<file path="src/verilog/sermap_pkg.sv">
// Purpose: Shared constants for the control-channel mapping block
// Assumes: 20 MHz ref_clk, registers reached by byte offset
// Notes: Timing counts derive from the times named here
`default_nettype none
package sermap_pkg;
    localparam int CLK_HZ = 20_000_000;
    localparam int CLK_NS = 50;
    // Register offsets
    localparam logic [7:0] CFG_OFF = 8'h04;
    localparam logic [7:0] CTRL_OFF = 8'h05;
    localparam logic [7:0] DESA_OFF = 8'h06;
    localparam logic [7:0] PHYS_OFF = 8'h07;
    localparam logic [7:0] ALIAS_OFF = 8'h08;
    // Reset values and writable masks
    localparam logic [7:0] CFG_RST = 8'h80;
    localparam logic [7:0] CFG_MASK = 8'haf;
    localparam logic [7:0] CTRL_RST = 8'h00;
    localparam logic [7:0] CTRL_MASK = 8'h1f;
    localparam logic [7:0] ID_RST = 8'h00;
    localparam logic [7:0] ID_MASK = 8'hfe;
    localparam logic [7:0] DESA_MASK = 8'hff;
    // Field positions
    localparam int CFG_COMPAT_SRC = 3;
    localparam int CFG_COMPAT = 2;
    localparam int CFG_LF_SRC = 1;
    localparam int CFG_LF = 0;
    localparam int CTRL_DLY_LO = 3;
    localparam int CTRL_WBLK = 2;
    localparam int CTRL_SPEEDUP = 1;
    localparam int CTRL_WD_OFF = 0;
    localparam int DESA_FREEZE = 0;
    // SDA output delay
    localparam int SDA_BASE_NS = 240;
    localparam int SDA_STEP_NS = 40;
    // Watchdog and recovery timing
    localparam int WD_LONG_MS = 1000;
    localparam int WD_SHORT_MS = 50;
    localparam int WD_LONG_CYC = CLK_HZ / 1000 * WD_LONG_MS;
    localparam int WD_SHORT_CYC = CLK_HZ / 1000 * WD_SHORT_MS;
    localparam int SCL_HALF_US = 5;
    localparam int SCL_HALF_CYC = SCL_HALF_US * (CLK_HZ / 1_000_000);
    localparam int RECOV_PULSES = 9;

    typedef enum logic [1:0] {
        WD_IDLE = 2'b00,
        WD_FREE = 2'b01,
        WD_RECOV = 2'b10
    } sermap_wd_e;

    // Cycles of SDA delay for a code, rounded up
    function automatic int sda_cycles(input logic [1:0] code);
        int ns;
        ns = SDA_BASE_NS + SDA_STEP_NS * int'(code);
        return (ns + CLK_NS - 1) / CLK_NS;
    endfunction : sda_cycles
endpackage : sermap_pkg
`default_nettype wire

</file>
<file path="src/verilog/sermap_sync.sv">
// Purpose: Three-stage pin synchroniser with agreement filter
// Assumes: Inputs asynchronous to ref_clk
// Notes: Output changes only when stages two and three agree
`default_nettype none
module sermap_sync #(
    parameter int W = 1
) (
    input wire logic ref_clk,
    input wire logic rst_n,
    input wire logic [W-1:0] pin,
    output logic [W-1:0] filt
);
    logic [W-1:0] s1;
    logic [W-1:0] s2;
    logic [W-1:0] s3;

    // Synchroniser chain
    always_ff @(posedge ref_clk or negedge rst_n)
    begin
        if (!rst_n)
        begin
            s1 <= '0;
            s2 <= '0;
            s3 <= '0;
        end
        else
        begin
            s1 <= pin;
            s2 <= s1;
            s3 <= s2;
        end
    end

    // Accept bits where the last two stages agree
    always_ff @(posedge ref_clk or negedge rst_n)
    begin
        if (!rst_n)
            filt <= '0;
        else
            filt <= (s2 & s3) | (filt & (s2 ^ s3));
    end
endmodule : sermap_sync
`default_nettype wire

</file>
<file path="src/verilog/sermap_top.sv">
// Purpose: Control-channel mode select, SDA delay, watchdog, ID mapping
// Assumes: Register port is fed by the serial control bus slave
// Notes: reg_remote marks accesses arriving over the control channel
// How it works
// - Config bit 3 picks compat source
// - Register compat bit enables legacy operation
// - Range source bit picks pin or register
// - Register range bit selects low frequency
// - Two-bit code sets SDA delay steps
// - Block bit rejects remote local writes
// - Remote access to local slaves stays open
// - Watchdog about 1 s, 50 ms sped
// - Disable bit turns watchdog off
// - Quiet high SDA marks bus free
// - Quiet low SDA gets nine SCL pulses
// - Deserializer address zero blocks access
// - Receiver lock autoloads deserializer address
// - Freeze bit keeps written address
// - Alias address remapped to physical address
// - Alias zero disables remote slave access
`default_nettype none
module sermap_top #(
    parameter int WD_LONG = sermap_pkg::WD_LONG_CYC,
    parameter int WD_SHORT = sermap_pkg::WD_SHORT_CYC
) (
    input wire logic ref_clk,
    input wire logic rstn,
    input wire logic reg_wr,
    input wire logic reg_rd,
    input wire logic reg_remote,
    input wire logic [7:0] reg_addr,
    input wire logic [7:0] reg_wdata,
    output logic [7:0] reg_rdata,
    output logic reg_wr_blocked,
    input wire logic mode_pin_compat,
    input wire logic mode_pin_lowfreq,
    output logic legacy_compat_mode,
    output logic low_freq_range,
    input wire logic sda_raw,
    output logic sda_out,
    input wire logic scl_in,
    input wire logic sda_in,
    output logic scl_out,
    output logic scl_oe,
    output logic bus_free,
    output logic bus_recovering,
    input wire logic rx_lock,
    input wire logic [6:0] lock_id,
    input wire logic remote_slave_req,
    output logic remote_slave_grant,
    input wire logic txn_start,
    input wire logic [6:0] txn_addr,
    output logic txn_fwd,
    output logic txn_to_des,
    output logic txn_miss,
    output logic [6:0] txn_fwd_addr
);
    logic [1:0] rst_ff;
    logic rst_n_s;
    logic [4:0] pins_s;
    logic [7:0] cfg;
    logic [7:0] ctrl;
    logic [7:0] desa;
    logic [7:0] phys;
    logic [7:0] alias_id;
    logic wr_ok;
    logic lock_q;
    logic lock_rise;
    logic [6:0] sh;
    logic [1:0] dly_code;
    logic hit_des;
    logic hit_alias;
    logic [6:0] deserializer_address;
    logic [6:0] remote_slave_alias;
    logic [6:0] remote_slave_physical;

    // Reset release through two flops
    always_ff @(posedge ref_clk or negedge rstn)
    begin
        if (!rstn)
            rst_ff <= 2'h0;
        else
            rst_ff <= {rst_ff[0], 1'b1};
    end
    assign rst_n_s = rst_ff[1];

    // Pin synchronisers: compat, lowfreq, scl, sda, lock
    sermap_sync #(
        .W(5)
    ) u_sync (
        .ref_clk(ref_clk),
        .rst_n(rst_n_s),
        .pin({mode_pin_compat, mode_pin_lowfreq, scl_in, sda_in, rx_lock}),
        .filt(pins_s)
    );

    // Field views
    assign deserializer_address = desa[7:1];
    assign remote_slave_alias = alias_id[7:1];
    assign remote_slave_physical = phys[7:1];
    assign dly_code = ctrl[sermap_pkg::CTRL_DLY_LO +: 2];

    // Offsets used by the write-block and freeze checks
    localparam logic [7:0] CTRL_OFF_C = sermap_pkg::CTRL_OFF;
    localparam logic [7:0] DESA_OFF_C = sermap_pkg::DESA_OFF;

    // block remote writes to own registers
    assign wr_ok = reg_wr && !(reg_remote && ctrl[sermap_pkg::CTRL_WBLK]);

    // Mode and I2C control registers
    always_ff @(posedge ref_clk or negedge rst_n_s)
    begin
        if (!rst_n_s)
        begin
            cfg <= sermap_pkg::CFG_RST;
            ctrl <= sermap_pkg::CTRL_RST;
        end
        else if (wr_ok)
        begin
            if (reg_addr == sermap_pkg::CFG_OFF)
                cfg <= reg_wdata & sermap_pkg::CFG_MASK;
            if (reg_addr == sermap_pkg::CTRL_OFF)
                ctrl <= reg_wdata & sermap_pkg::CTRL_MASK;
        end
    end

    // Remote slave physical and alias registers
    always_ff @(posedge ref_clk or negedge rst_n_s)
    begin
        if (!rst_n_s)
        begin
            phys <= sermap_pkg::ID_RST;
            alias_id <= sermap_pkg::ID_RST;
        end
        else if (wr_ok)
        begin
            if (reg_addr == sermap_pkg::PHYS_OFF)
                phys <= reg_wdata & sermap_pkg::ID_MASK;
            if (reg_addr == sermap_pkg::ALIAS_OFF)
                alias_id <= reg_wdata & sermap_pkg::ID_MASK;
        end
    end

    // Lock edge detect on the filtered lock level
    always_ff @(posedge ref_clk or negedge rst_n_s)
    begin
        if (!rst_n_s)
            lock_q <= 1'b0;
        else
            lock_q <= pins_s[0];
    end
    assign lock_rise = pins_s[0] && !lock_q;

    // autoload on lock, wins over a write
    always_ff @(posedge ref_clk or negedge rst_n_s)
    begin
        if (!rst_n_s)
            desa <= sermap_pkg::ID_RST;
        else if (lock_rise && !desa[sermap_pkg::DESA_FREEZE])
            desa[7:1] <= lock_id;
        else if (wr_ok && reg_addr == sermap_pkg::DESA_OFF)
            desa <= reg_wdata & sermap_pkg::DESA_MASK;
    end

    always_ff @(posedge ref_clk or negedge rst_n_s)
    begin
        if (!rst_n_s)
            reg_wr_blocked <= 1'b0;
        else
            reg_wr_blocked <= reg_wr && !wr_ok;
    end

    // Register read data, unmapped offsets read zero
    always_ff @(posedge ref_clk or negedge rst_n_s)
    begin
        if (!rst_n_s)
            reg_rdata <= 8'h00;
        else if (reg_rd)
        begin
            unique case (reg_addr)
                sermap_pkg::CFG_OFF: reg_rdata <= cfg;
                sermap_pkg::CTRL_OFF: reg_rdata <= ctrl;
                sermap_pkg::DESA_OFF: reg_rdata <= desa;
                sermap_pkg::PHYS_OFF: reg_rdata <= phys;
                sermap_pkg::ALIAS_OFF: reg_rdata <= alias_id;
                default: reg_rdata <= 8'h00;
            endcase
        end
    end

    always_ff @(posedge ref_clk or negedge rst_n_s)
    begin
        if (!rst_n_s)
        begin
            legacy_compat_mode <= 1'b0;
            low_freq_range <= 1'b0;
        end
        else
        begin
            legacy_compat_mode <= cfg[sermap_pkg::CFG_COMPAT_SRC]
                ? cfg[sermap_pkg::CFG_COMPAT] : pins_s[4];
            low_freq_range <= cfg[sermap_pkg::CFG_LF_SRC]
                ? cfg[sermap_pkg::CFG_LF] : pins_s[3];
        end
    end

    // SDA delay line with selectable tap
    always_ff @(posedge ref_clk or negedge rst_n_s)
    begin
        if (!rst_n_s)
        begin
            sh <= 7'h7f;
            sda_out <= 1'b1;
        end
        else
        begin
            // Stage k holds the drive value from k+1 cycles back
            sh <= {sh[5:0], sda_raw};
            sda_out <= sh[3'(sermap_pkg::sda_cycles(dly_code) - 2)];
        end
    end

    // Watchdog on the synchronised bus lines
    sermap_watchdog #(
        .LONG_CYC(WD_LONG),
        .SHORT_CYC(WD_SHORT),
        .HALF_CYC(sermap_pkg::SCL_HALF_CYC)
    ) u_wd (
        .ref_clk(ref_clk),
        .rst_n(rst_n_s),
        .scl_i(pins_s[2]),
        .sda_i(pins_s[1]),
        .wd_off(ctrl[sermap_pkg::CTRL_WD_OFF]),
        .speedup(ctrl[sermap_pkg::CTRL_SPEEDUP]),
        .bus_free(bus_free),
        .recovering(bus_recovering),
        .scl_oe(scl_oe)
    );
    assign scl_out = 1'b0; // Open drain, only pulls low

    // remote reach to local slaves ignores the block bit
    always_ff @(posedge ref_clk or negedge rst_n_s)
    begin
        if (!rst_n_s)
            remote_slave_grant <= 1'b0;
        else
            remote_slave_grant <= remote_slave_req;
    end

    assign hit_des = (deserializer_address != 7'h00)
        && (txn_addr == deserializer_address);
    assign hit_alias = (remote_slave_alias != 7'h00)
        && (txn_addr == remote_slave_alias);

    always_ff @(posedge ref_clk or negedge rst_n_s)
    begin
        if (!rst_n_s)
        begin
            txn_fwd <= 1'b0;
            txn_to_des <= 1'b0;
            txn_miss <= 1'b0;
            txn_fwd_addr <= 7'h00;
        end
        else
        begin
            txn_fwd <= txn_start && (hit_des || hit_alias);
            txn_to_des <= txn_start && hit_des;
            txn_miss <= txn_start && !hit_des && !hit_alias;
            if (txn_start)
                txn_fwd_addr <= (hit_alias && !hit_des)
                    ? remote_slave_physical : txn_addr;
        end
    end
endmodule : sermap_top
`default_nettype wire

</file>
<file path="src/verilog/sermap_watchdog.sv">
// Purpose: I2C bus watchdog, free-bus detect and hung-bus recovery
// Assumes: scl_i and sda_i already synchronised
// Notes: Own SCL drive is not counted as bus activity
`default_nettype none
module sermap_watchdog #(
    parameter int LONG_CYC = sermap_pkg::WD_LONG_CYC,
    parameter int SHORT_CYC = sermap_pkg::WD_SHORT_CYC,
    parameter int HALF_CYC = sermap_pkg::SCL_HALF_CYC
) (
    input wire logic ref_clk,
    input wire logic rst_n,
    input wire logic scl_i,
    input wire logic sda_i,
    input wire logic wd_off,
    input wire logic speedup,
    output logic bus_free,
    output logic recovering,
    output logic scl_oe
);
    localparam int CW = $clog2(LONG_CYC + 1);
    localparam int HW = $clog2(HALF_CYC + 1);
    localparam logic [4:0] LAST_PH = 5'(2 * sermap_pkg::RECOV_PULSES - 1);
    sermap_pkg::sermap_wd_e state;
    logic [CW-1:0] cnt;
    logic [HW-1:0] half;
    logic [4:0] ph;
    logic scl_q;
    logic sda_q;
    logic activity;
    logic [CW-1:0] limit;

    assign activity = (scl_i != scl_q) || (sda_i != sda_q);
    assign limit = speedup ? CW'(SHORT_CYC) : CW'(LONG_CYC);
    assign bus_free = (state == sermap_pkg::WD_FREE);
    assign recovering = (state == sermap_pkg::WD_RECOV);

    // Previous line levels for activity detection
    always_ff @(posedge ref_clk or negedge rst_n)
    begin
        if (!rst_n)
        begin
            scl_q <= 1'b1;
            sda_q <= 1'b1;
        end
        else
        begin
            scl_q <= scl_i;
            sda_q <= sda_i;
        end
    end

    always_ff @(posedge ref_clk or negedge rst_n)
    begin
        if (!rst_n)
        begin
            state <= sermap_pkg::WD_IDLE;
            cnt <= '0;
            half <= '0;
            ph <= '0;
            scl_oe <= 1'b0;
        end
        else if (wd_off)
        begin
            state <= sermap_pkg::WD_IDLE;
            cnt <= '0;
            scl_oe <= 1'b0;
        end
        else
        begin
            unique case (state)
                sermap_pkg::WD_IDLE:
                begin
                    if (activity)
                        cnt <= '0;
                    else if (cnt >= limit - CW'(1))
                    begin
                        cnt <= '0;
                        half <= '0;
                        ph <= '0;
                        state <= sda_i ? sermap_pkg::WD_FREE
                                       : sermap_pkg::WD_RECOV;
                        scl_oe <= !sda_i;
                    end
                    else
                        cnt <= cnt + CW'(1);
                end
                sermap_pkg::WD_FREE:
                begin
                    if (activity)
                        state <= sermap_pkg::WD_IDLE;
                end
                sermap_pkg::WD_RECOV:
                begin
                    if (half == HW'(HALF_CYC - 1))
                    begin
                        half <= '0;
                        if (ph == LAST_PH)
                        begin
                            state <= sermap_pkg::WD_IDLE;
                            scl_oe <= 1'b0;
                        end
                        else
                        begin
                            ph <= ph + 5'h01;
                            scl_oe <= !scl_oe;
                        end
                    end
                    else
                        half <= half + HW'(1);
                end
                default:
                    state <= sermap_pkg::WD_IDLE;
            endcase
        end
    end
endmodule : sermap_watchdog
`default_nettype wire
</file>
<file path="config.mk">
export PLATFORM = sky130hd
export DESIGN_NAME = sermap_top
export DESIGN_NICKNAME = d
export VERILOG_FILES = /design/src/verilog/sermap_pkg.sv /design/src/verilog/sermap_sync.sv /design/src/verilog/sermap_top.sv /design/src/verilog/sermap_watchdog.sv
export SDC_FILE = /design/constraint.sdc
export NUM_CORES = 1
export LEC_CHECK = 0
export BUFFER_PORTS_ARGS = -buffer_cell sky130_fd_sc_hd__buf_2
export CAP_MARGIN = 20
export CORE_UTILIZATION = 29
export DETAILED_ROUTE_END_ITERATION = 10
export GPL_ROUTABILITY_DRIVEN = 0
export PLACE_DENSITY = 0.47
export SYNTH_ARGS = -nofsm -noshare
export SYNTH_HDL_FRONTEND = slang
export SYNTH_HIERARCHICAL = 1
export SYNTH_SLANG_ARGS = --single-unit
</file>
<file path="constraint.sdc">
create_clock -name ref_clk -period 12.2 [get_ports ref_clk]
set_input_delay 1.22 -clock ref_clk [delete_from_list [all_inputs] [get_ports ref_clk]]
set_output_delay 1.22 -clock ref_clk [all_outputs]
set_load 0.02 [all_outputs]
</file>
Word-level counts from Yosys, hierarchy flattened
Index checks and enable logic that the tools add are counted.
Operators by class
  add/subtract/negate cells: 8
  multiply operators: 1
  divide/modulo/power cells: 1
  magnitude comparators: 2
  equality and inequality tests: 22
  shift-type cells: 0
  muxes and demuxes: 37
  bitwise operators: 6
  reduce and logical (&&, ||, !) cells: 39
Operators with widths (number)
  two-way mux 25 bit: 5
  case mux 8 bit (5 select lines): 1
  two-way mux 7 bit: 5
  divider 32 x 7 -> 32 bit (second input constant): 1
  equality test 8 x 3 -> 1 bit (second input constant): 4
  adder 25 x 1 -> 25 bit (second input constant): 1
  greater-or-equal comparator 25 bit: 1
  subtractor 25 x 1 -> 25 bit (second input constant): 1
  two-way mux 5 bit: 4
  equality test 7 bit: 2
  two-way mux 2 bit: 7
  case mux 7 bit (2 select lines): 1
  nonzero test 7 bit: 2
  logical AND 1 bit: 13
  subtractor 10 x 1 -> 11 bit (second input constant): 1
  adder 9 x 6 -> 10 bit (second input constant): 1
  bitwise AND 5 bit: 2
  case mux 5 bit (2 select lines): 1
  AND reduction 2 bit: 5
  adder 8 x 8 -> 9 bit (first input constant): 1
  two-way mux 1 bit: 9
  inequality test 3 x 1 -> 1 bit (second input constant): 3
  equality test 8 x 4 -> 1 bit (second input constant): 1
  zero test 1 bit: 8
  28 further kinds: 36
Word-level totals
  flip-flop bits (word level): 128
  latch bits: 0
  bits in writable memories: 0
  ROM bits: 0
  bits of input ports: 43
  output and inout bits: 27
  logic and storage cells: 146
  memories kept: 0

Logic depth before layout (Yosys ltp)
Gate-level depths: netlist of the first run.
  depth after elaboration: 9
  gate-level depth with buffers: 10
  mapped depth without buffers: 8

Modules after synthesis
Netlist of the first run, hierarchy kept.
By module, submodules not included
  sermap_top: instances 1, cells an instance 265, area an instance 3145.5 um^2, seq. area each 1662.8 um^2
  sermap_watchdog: instances 1, cells an instance 303, area an instance 2730.1 um^2, seq. area each 1053.5 um^2
  sermap_sync: instances 1, cells an instance 30, area an instance 600.6 um^2, seq. area each 500.5 um^2

Worst setup path after synthesis of the first run
No wires, ideal clock.
  path type: in2reg
  start point: input reg_addr[5]
  end point: register phys[1]
  setup time: 0.125 ns
  arrival: 2.475 ns
  data required time: 12.075 ns
  slack: 9.600 ns
  stages on the path: 6
  path buffers: 1
  path through: nor4_2 > and2_1 > buf_2 > nand2_1 > nor2_4 > mux2_2
Between the ends
  word-level cells in the longest chain between the ends: 2
Ends and longest elaborated chain
  start, declared: line sermap_top.sv:31  | input wire logic [7:0] reg_addr,
  equality test 8 x 3 -> 1 bit: line sermap_top.sv:137  | if (reg_addr == sermap_pkg::PHYS_OFF)
  AND reduction 2 bit (no source line)
  end signal, assigned: line sermap_top.sv:132  | phys <= sermap_pkg::ID_RST;
  end signal, assigned: line sermap_top.sv:138  | phys <= reg_wdata & sermap_pkg::ID_MASK;
  end, declared: line sermap_top.sv:64  | logic [7:0] phys;
No other way between the ends.
A chain may end at the register's enable or synchronous reset.

Worst setup path in the final report of the first run
  start point: register ctrl[1]
  end point: register u_wd.cnt[23]
Between the ends
  word-level cells in the longest chain between the ends: 7
Ends and longest elaborated chain
  start, declared: line sermap_top.sv:62  | logic [7:0] ctrl;
  start signal, assigned: line sermap_top.sv:116  | ctrl <= sermap_pkg::CTRL_RST;
  start signal, assigned: line sermap_top.sv:123  | ctrl <= reg_wdata & sermap_pkg::CTRL_MASK;
  two-way mux 25 bit: line sermap_watchdog.sv:33  | assign limit = speedup ? CW'(SHORT_CYC) : CW'(LONG_CYC);
  subtractor 25 x 1 -> 25 bit: line sermap_watchdog.sv:75  | else if (cnt >= limit - CW'(1))
  greater-or-equal comparator 25 bit: line sermap_watchdog.sv:75
  two-way mux 25 bit: line sermap_watchdog.sv:75
  two-way mux 25 bit: line sermap_watchdog.sv:73  | if (activity)
  two-way mux 25 bit: line sermap_watchdog.sv:70  | unique case (state)
  two-way mux 25 bit: line sermap_watchdog.sv:62  | else if (wd_off)
  end signal, assigned: line sermap_watchdog.sv:85  | cnt <= cnt + CW'(1);
  end, declared: line sermap_watchdog.sv:24  | logic [CW-1:0] cnt;
No other way between the ends. The select of a mux whose other input is x is not followed.

==> results of run 1 <==
## synthesized netlist by cell type, drive strengths merged (3+ instances only)
library cell  instances  share of area
o221ai                5         0.0068
xnor2                 9          0.012
buf                  12          0.010
nor2b                 3         0.0029
dfrtp               117           0.45
nand3                29          0.022
or4                   3         0.0041
nand4                15          0.014
or2                   5         0.0048
o31ai                 7          0.010
o311ai                7         0.0095
nand2                55          0.033
a22o                  8          0.011
o21a                  3         0.0046
nor3b                 7          0.012
o211ai                8         0.0093
nor2                 38          0.024
dfstp                11          0.045
a211oi                4         0.0046
mux4                  3          0.010
or3                   3         0.0029
a21o                 20          0.024
nor3                 12         0.0093
clkbuf               11         0.0064
mux2i                11          0.017
o21ai                33          0.026
mux2                 29          0.050
a21oi                20          0.015
a31oi                 4         0.0039
nand4b                4         0.0054
a22oi                 5         0.0058
nor4                  9         0.0097
inv                  18          0.010
a211o                 3         0.0043
and3                  7         0.0068
ha                   29          0.056
xor2                  6         0.0081
## cell families after synthesis
| kind of cell | count (synthesis) |
|---|---|
| xor+xnor | 15 |
| fa+ha+maj | 29 |
| mux | 43 |
| compound gates | 139 |
| other cells | 2 |
| buf+inv | 41 |
| flops | 128 |
| simple gates | 201 |
## state kept, by name (all words and copies together), names as in the netlist, 2 cells and up
name / cells
u_wd/cnt: 25
desa: 8
reg_rdata: 8
alias_id: 7
phys: 7
sh: 7
txn_fwd_addr: 7
u_wd/half: 7
cfg: 6
ctrl: 5
u_sync/filt: 5
u_sync/s1: 5
u_sync/s2: 5
u_sync/s3: 5
u_wd/ph: 5
rst_ff: 2
u_wd/state: 2
## worst paths after layout
check / to / slack (ps) / cells after the start
min reg2reg: u_sync/s2[4] / 150 / 0
max: u_wd/cnt[23] / 8880 / 9
min: u_sync/s2[4] / 150 / 0
max reg2reg: u_wd/cnt[23] / 8880 / 9
max in group asynchronous: u_wd/state[0] / 11170 / 1
min in group ref_clk: rst_ff[1] / 350 / 0
## area by class of cell
type / instances / area (um^2) / share of cell area
clock inverters: 10 / 160 / 0.0207
flip-flops and latches: 128 / 3220 / 0.416
inverters: 18 / 67.6 / 0.00873
clock buffers: 22 / 454 / 0.0587
well taps: 280 / 350 / 0.0453
multi-input cells: 429 / 3090 / 0.399
repair buffers: 72 / 398 / 0.0514
## metal layers
| metal | track usage | part of all wire |
|---|---|---|
| met5 | 0 | 0 |
| met4 | 0.0535 | 0.013 |
| met3 | 0.0373 | 0.047 |
| met2 | 0.244 | 0.49 |
| met1 | 0.186 | 0.45 |
## layout by cell type, fill, tap and decap left out, drive strengths merged, types with 4 or more instances in the layout
cell type and n:
xor2 6, o311ai 7, a22oi 5, or2 5, dfstp 11, o221ai 5
o31ai 7, mux2i 11, a21o 20, nand3 29, xnor2 9, a22o 8
nor4 9, clkinv 4, dfrtp 117, inv 19, a21oi 20, a31oi 4
ha 29, nand2 55, nand4 15, clkbuf 22, o21ai 33, mux2 29
and3 7, buf 72, nor2 38, nand4b 4, nor3 12, a211oi 4
o211ai 8, bufinv 4, nor3b 7
## power by group through the flow
stage / Sequential (W) / Combinational [W] / Clock [W]
floorplan: 0.000518 / 0.000137 / 0
global placement: 0.000521 / 0.000190 / 0
detailed placement: 0.000523 / 0.000198 / 0
CTS: 0.000516 / 0.000198 / 0.000548
global route: 0.000517 / 0.000227 / 0.000571
finish: 0.000511 / 0.000203 / 0.000535
## per-stage QoR
stage               setup WS [ps]  instances
floorplan                    8390        598
global placement             8700        924
detailed placement           8570        925
CTS                          8570        957
global route                 8640        959
finish                       8880        959
==> metrics, run 1 <==
H-tree depth reported by CTS=4; sequential cell area fraction in the yosys report=0.497; combinational family with the most area after synthesis=simple AND/OR/NAND/NOR gates; ratio of cells with drive above 1 in the final layout=0.246; final wirelength=15900 um; Layout area overhead=19.5%; number of buffers inserted to repair setup after CTS=0; CTS Buf Count=17; ratio of routed vias to standard cells=5.25; post-CTS clock slew at the launch and capture registers of the worst setup and hold paths=60 ps; number of ports placed on the die boundary=70; Netlist cell types=71; power dissipated by switching net loads=0.000352 W; critical path cell sequence=inv_1 -> ha_1 -> a211oi_1 -> nor2b_1 -> o21ai_1 -> nand4_1 -> buf_6 -> or4_1 -> nand3_1; worst-case clock buffer depth=2; number of nets in the finished design=738; initial cell density of the core=0.296; Worst Clk Skew=7.59 ps; Antenna diodes=0; via count of the first global-routing pass=4996; worst min path class=flop to asynchronous set/reset pin; Slew Viols, Final=0; vias after detailed routing=5031; WP buf/inv=2; part of the total power dissipated in sequential elements=0.409; max incr delay on CP=560 ps; predominant post-synthesis flop cell=dfrtp_1; total die area=22900 um^2; total core area=21900 um^2; Remaining Overflow, GRT=0; critical path launch point=ctrl[1]; DRT antenna net count=0; worst skew pair latency=420 ps; internal power component=0.000897 W; compound-gate portion of the synthesized area=0.154; Tmin final=3320 ps; final hold slack=145 ps; setup tns final=0 ps; CP Launch Type=flop; wire per inst=16.5 um; largest fanout on the critical path=15; HPWL reported at the end of detailed placement=11300 um; combinational cell fraction of total power=0.163; classification of the worst setup path=flop to flop; final cell utilization of the core=0.354; pin count of the biggest net entering global routing=80; final cell area excluding filler cells=7740 um^2; Reg2Reg Launch Point=ctrl[1]; Yosys reg bits=128; number of maximum-capacitance violations=0; setup repair after global routing missed its margin=false; antenna violations before repair=0; cell area after placement=7090 um^2; run status=complete, no violations; required time at the endpoint of the critical path=12550 ps; data arrival time at the worst-slack endpoint=3670 ps; parity-gate share of the synthesized area counting xor and xnor cells=0.0203; Warnings, synthesis=6; net switching fraction of the power=0.282; final worst-path cycle share=0.272; Post-Syn Area per Cell=10.8 um^2; aggregate global-route resource usage=0.148; chip width=151 um; total number of placement rows=54; Tot Pwr=0.00125 W; count of final setup violators=0; count of input and output buffers=68; Least-Margin Pin Slew=851 ps; Post-synth ARST share=1.00; first-pass GRT wire length=25800 um; Slew headroom=0.430; Slowest-stage cell, CP=dfrtp_1; clock root cell=clkbuf_16; kind of cell adding the most delay to the critical path=simple AND/OR/NAND/NOR gates; FILL cells=2200; number of hold-slack violations in the final timing report=0; post-synth net total=670; maximum clock rate=302 MHz; Synth Instances=598; 1st-pass router iterations=4; Num Clock Sinks=128; height of the chip=151 um; drc violations=0; total standard cell area after synthesis=6480 um^2; power density of the placed cells=161 nW/um^2; mux contribution to synthesized area=0.0779; clock tree from TritonCTS=done; fraction of the mapped netlist area in simple logic gates=0.166; number of flops mapped to enable cells by yosys=0; clock share of power=0.428; DRC violation total after the first TritonRoute iteration=209; type of element capturing the critical path=flop; standby leakage power=3.52 nW; adder-cell area share of the yosys netlist=0.0560; IR drop worst, VDD=0.0719 mV; number of resized instances in the post-cts repair step=0; Post-CTS Hold Fix Bufs=0
No activity file was read; power rests on OpenSTA's default activity.
==> run 2: changes to the inputs <==
--- a/config.mk
+++ b/config.mk
@@ -5,12 +5,13 @@
 export SDC_FILE = /design/constraint.sdc
 export NUM_CORES = 1
 export LEC_CHECK = 0
+export ABC_AREA = 1
 export BUFFER_PORTS_ARGS = -buffer_cell sky130_fd_sc_hd__buf_2
 export CAP_MARGIN = 20
 export CORE_UTILIZATION = 29
 export DETAILED_ROUTE_END_ITERATION = 10
 export GPL_ROUTABILITY_DRIVEN = 0
-export PLACE_DENSITY = 0.47
+export PLACE_DENSITY = 0.49
 export SYNTH_ARGS = -nofsm -noshare
 export SYNTH_HDL_FRONTEND = slang
 export SYNTH_HIERARCHICAL = 1
==> constraint.sdc (replaced) <==
create_clock -name ref_clk -period 3 [get_ports ref_clk]
set_input_delay 0.3 -clock ref_clk [delete_from_list [all_inputs] [get_ports ref_clk]]
set_output_delay 0.3 -clock ref_clk [all_outputs]
set_load 0.02 [all_outputs]
==> run 2 against run 1 <==
- the run now ends with design-rule violations left
- final area rose by 9.5%
- wire length grew 11%
- total power rose to 3.7 times the previous value
- maximum frequency grew 36%
- global-route usage up 0.090 points
- sequential power rose to 3.9 times the previous value
- setup slack worse by 8300 ps
- die area grew 9.9%
==> metrics, run 2 <==
largest fanout on the critical path=12 (-3); count of final setup violators=0 (unchanged); Post-synth ARST share=1.00 (unchanged); Num Clock Sinks=128 (unchanged); Antenna diodes=0 (unchanged); total core area=24200 um^2 (+11%); data arrival time at the worst-slack endpoint=2740 ps (-930 ps); pin count of the biggest net entering global routing=127 (+59%); ratio of routed vias to standard cells=4.49 (-14%); number of buffers inserted to repair setup after CTS=0 (unchanged); height of the chip=159 um (+4.9%); number of nets in the finished design=1031 (+40%); Warnings, synthesis=6 (unchanged); final worst-path cycle share=0.815 (+0.543); most common library cell in the layout ignoring fill and taps=nand2_1; vias after detailed routing=5816 (+16%); initial cell density of the core=0.294 (-0.00182); power density of the placed cells=541 nW/um^2 (+240%); critical path cell sequence=inv_1 -> ha_1 -> nand2_1 -> inv_1 -> nand3_1 -> nor2_1 -> nor2_4 -> nand4_4 -> nand2_4 -> nand2_2 -> nand2_1 -> o21ai_0; drc violations=1 (+1); setup tns final=0 ps (unchanged); Slew headroom=0.492 (+0.0616); Tot Pwr=0.00458 W (+270%); Netlist cell types=47 (-34%); number of hold-slack violations in the final timing report=0 (unchanged); via count of the first global-routing pass=5738 (+15%); worst-case clock buffer depth=2 (unchanged); post-CTS clock slew at the launch and capture registers of the worst setup and hold paths=60 ps (about the same); antenna violations before repair=0 (unchanged); clock tree from TritonCTS=done; clock root cell=clkbuf_16; maximum clock rate=409 MHz (+36%); kind of cell adding the most delay to the critical path=simple AND/OR/NAND/NOR gates; total die area=25200 um^2 (+9.9%); number of cells in the finished layout apart from fillers=1296 (+35%); aggregate global-route resource usage=0.149 (+0.000900); DRC violation total after the first TritonRoute iteration=303 (+45%); pre-CTS WS=546 ps (-8020 ps); predominant post-synthesis flop cell=dfrtp_1; registers with the most flip-flops=u_wd/cnt (25), desa (8), reg_rdata (8); Slowest-stage cell, CP=dfrtp_1; number of ports placed on the die boundary=70 (unchanged); IR drop worst, VDD=0.354 mV (+390%); DRT antenna net count=0 (unchanged); Synth Instances=876 (+46%); CTS Buf Count=17 (unchanged); post-synth net total=948 (+41%); FILL cells=2602 (+18%); number of flops mapped to enable cells by yosys=0 (unchanged); Post-Syn Area per Cell=8.14 um^2 (-25%); standby leakage power=4.15 nW (+18%); Top reg by flops=u_wd/cnt; required time at the endpoint of the critical path=3300 ps (-9250 ps); total instance count after detailed placement=1256 (+36%); largest area contributor in the netlist=dfrtp_1; 1st-pass router iterations=11 (+7); worst path setup slack after routing=555 ps (-8330 ps); WP buf/inv=2 (unchanged); failing checks=design-rule violations; max incr delay on CP=630 ps (+70 ps); H-tree depth reported by CTS=4 (unchanged); flip-flop count of the largest register after layout=25 (unchanged); area share of the largest cell type after synthesis=0.411 (-0.0414); first-pass GRT wire length=29700 um (+15%); run status=complete, but fails checks; Least-Margin Pin Slew=762 ps (-88.7 ps); Remaining Overflow, GRT=0 (unchanged); Layout area overhead=18.9%; worst min path class=primary input to flop; sequential cell area fraction in the yosys report=0.451 (-0.0455); type of element capturing the critical path=flop; dominant cell by count in the synthesized netlist=nand2_1; final wirelength=17700 um (+11%); Tmin final=2450 ps (-870 ps); total number of placement rows=57 (+5.6%); classification of the worst setup path=flop to flop; total standard cell area after synthesis=7130 um^2 (+10%); wire per inst=13.6 um (-18%); setup repair after global routing missed its margin=false; HPWL reported at the end of detailed placement=12900 um (+14%); Worst Clk Skew=15.5 ps (+7.87 ps); CP Launch Type=flop; chip width=159 um (+4.9%); number of maximum-capacitance violations=0 (unchanged); count of input and output buffers=68 (unchanged); ratio of cells with drive above 1 in the final layout=0.189 (-0.0566); Yosys reg bits=128 (unchanged); most frequent cells in the layout=nand2_1, dfrtp_1, inv_1; most frequent cells after synthesis=nand2_1, dfrtp_1, inv_1, nand3_1, nor2_1; Slew Viols, Final=0 (unchanged); Area contributors post-synth=dfrtp_1, nand2_1, nand3_1; worst skew pair latency=420 ps (about the same)
==> run 2: per-layer routing <==
layer | part of all wire | GRT usage
met1 | 0.48 | 0.195
met2 | 0.47 | 0.242
met3 | 0.039 | 0.0347
met4 | 0.011 | 0.0428
met5 | 0 | 0
==> run 2: path summary, 6_finish.rpt <==
kind	slack, ps	to	depth (start not counted)	from
hold / removal	100	desa[7]	3	lock_id[6]
setup / recovery	550	u_wd/half[3]	12	ctrl[1]
setup reg to reg	550	u_wd/half[3]	12	ctrl[1]
hold reg to reg	350	u_sync/s2[4]	0	u_sync/s1[4]
min in group asynchronous	190	rst_ff[1]	2	rstn
max in group asynchronous	2010	u_wd/half[4]	1	rst_ff[1]
==> run 2: area by class of cell <==
| type | count | area, um^2 | area share |
|---|---|---|---|
| tap | 324 | 405 | 0.0478 |
| multi-input combinational | 621 | 3380 | 0.399 |
| sequential | 128 | 3220 | 0.380 |
| inverter | 112 | 420 | 0.0496 |
| clock inverter | 14 | 155 | 0.0183 |
| timing repair buffer | 79 | 455 | 0.0537 |
| clock buffer | 18 | 439 | 0.0518 |
==> run 2: logic make-up after synthesis <==
logic type,after synthesis,synth area share
and+or+nand+nor,466,0.306
DFF,128,0.451
buffers and inverters,127,0.0746
AOI/OAI and AO/OA,102,0.0890
adders and majority gates,29,0.0509
xor gates and xnor gates,22,0.0270
other,2,0.00105
==> run 2: tightest hold or removal path, delay by kind of cell <==
family                 cells  cell delay (ps)
buffers and inverters      1               70
and+or+nand+nor            2              110
==> run 2: per-stage QoR <==
stage / instance area (um^2) / hold slack [ps] / utilization
final: 8480 / 96.3 / 0.350
after global placement: 7800 / 88.3 / 0.322
after global routing: 8480 / 100 / 0.350
after detailed placement: 7800 / 87.1 / 0.322
after CTS: 8480 / 80.3 / 0.350
after floorplan: 7130 / 4.41 / -
==> run 2: power by group <==
group          switching [W]  internal (W)  leakage (nW)
Clock               0.000848       0.00126         0.294
Combinational       0.000317      0.000189          2.25
Sequential          0.000116       0.00185          1.61
==> run 2: what timing repair did <==
item / CTS / global route
setup endpoints to repair: 0 / 0
hold endpoints to repair: 9 / 0
hold buffers: 8 / 0
gates resized for setup: 0 / 0
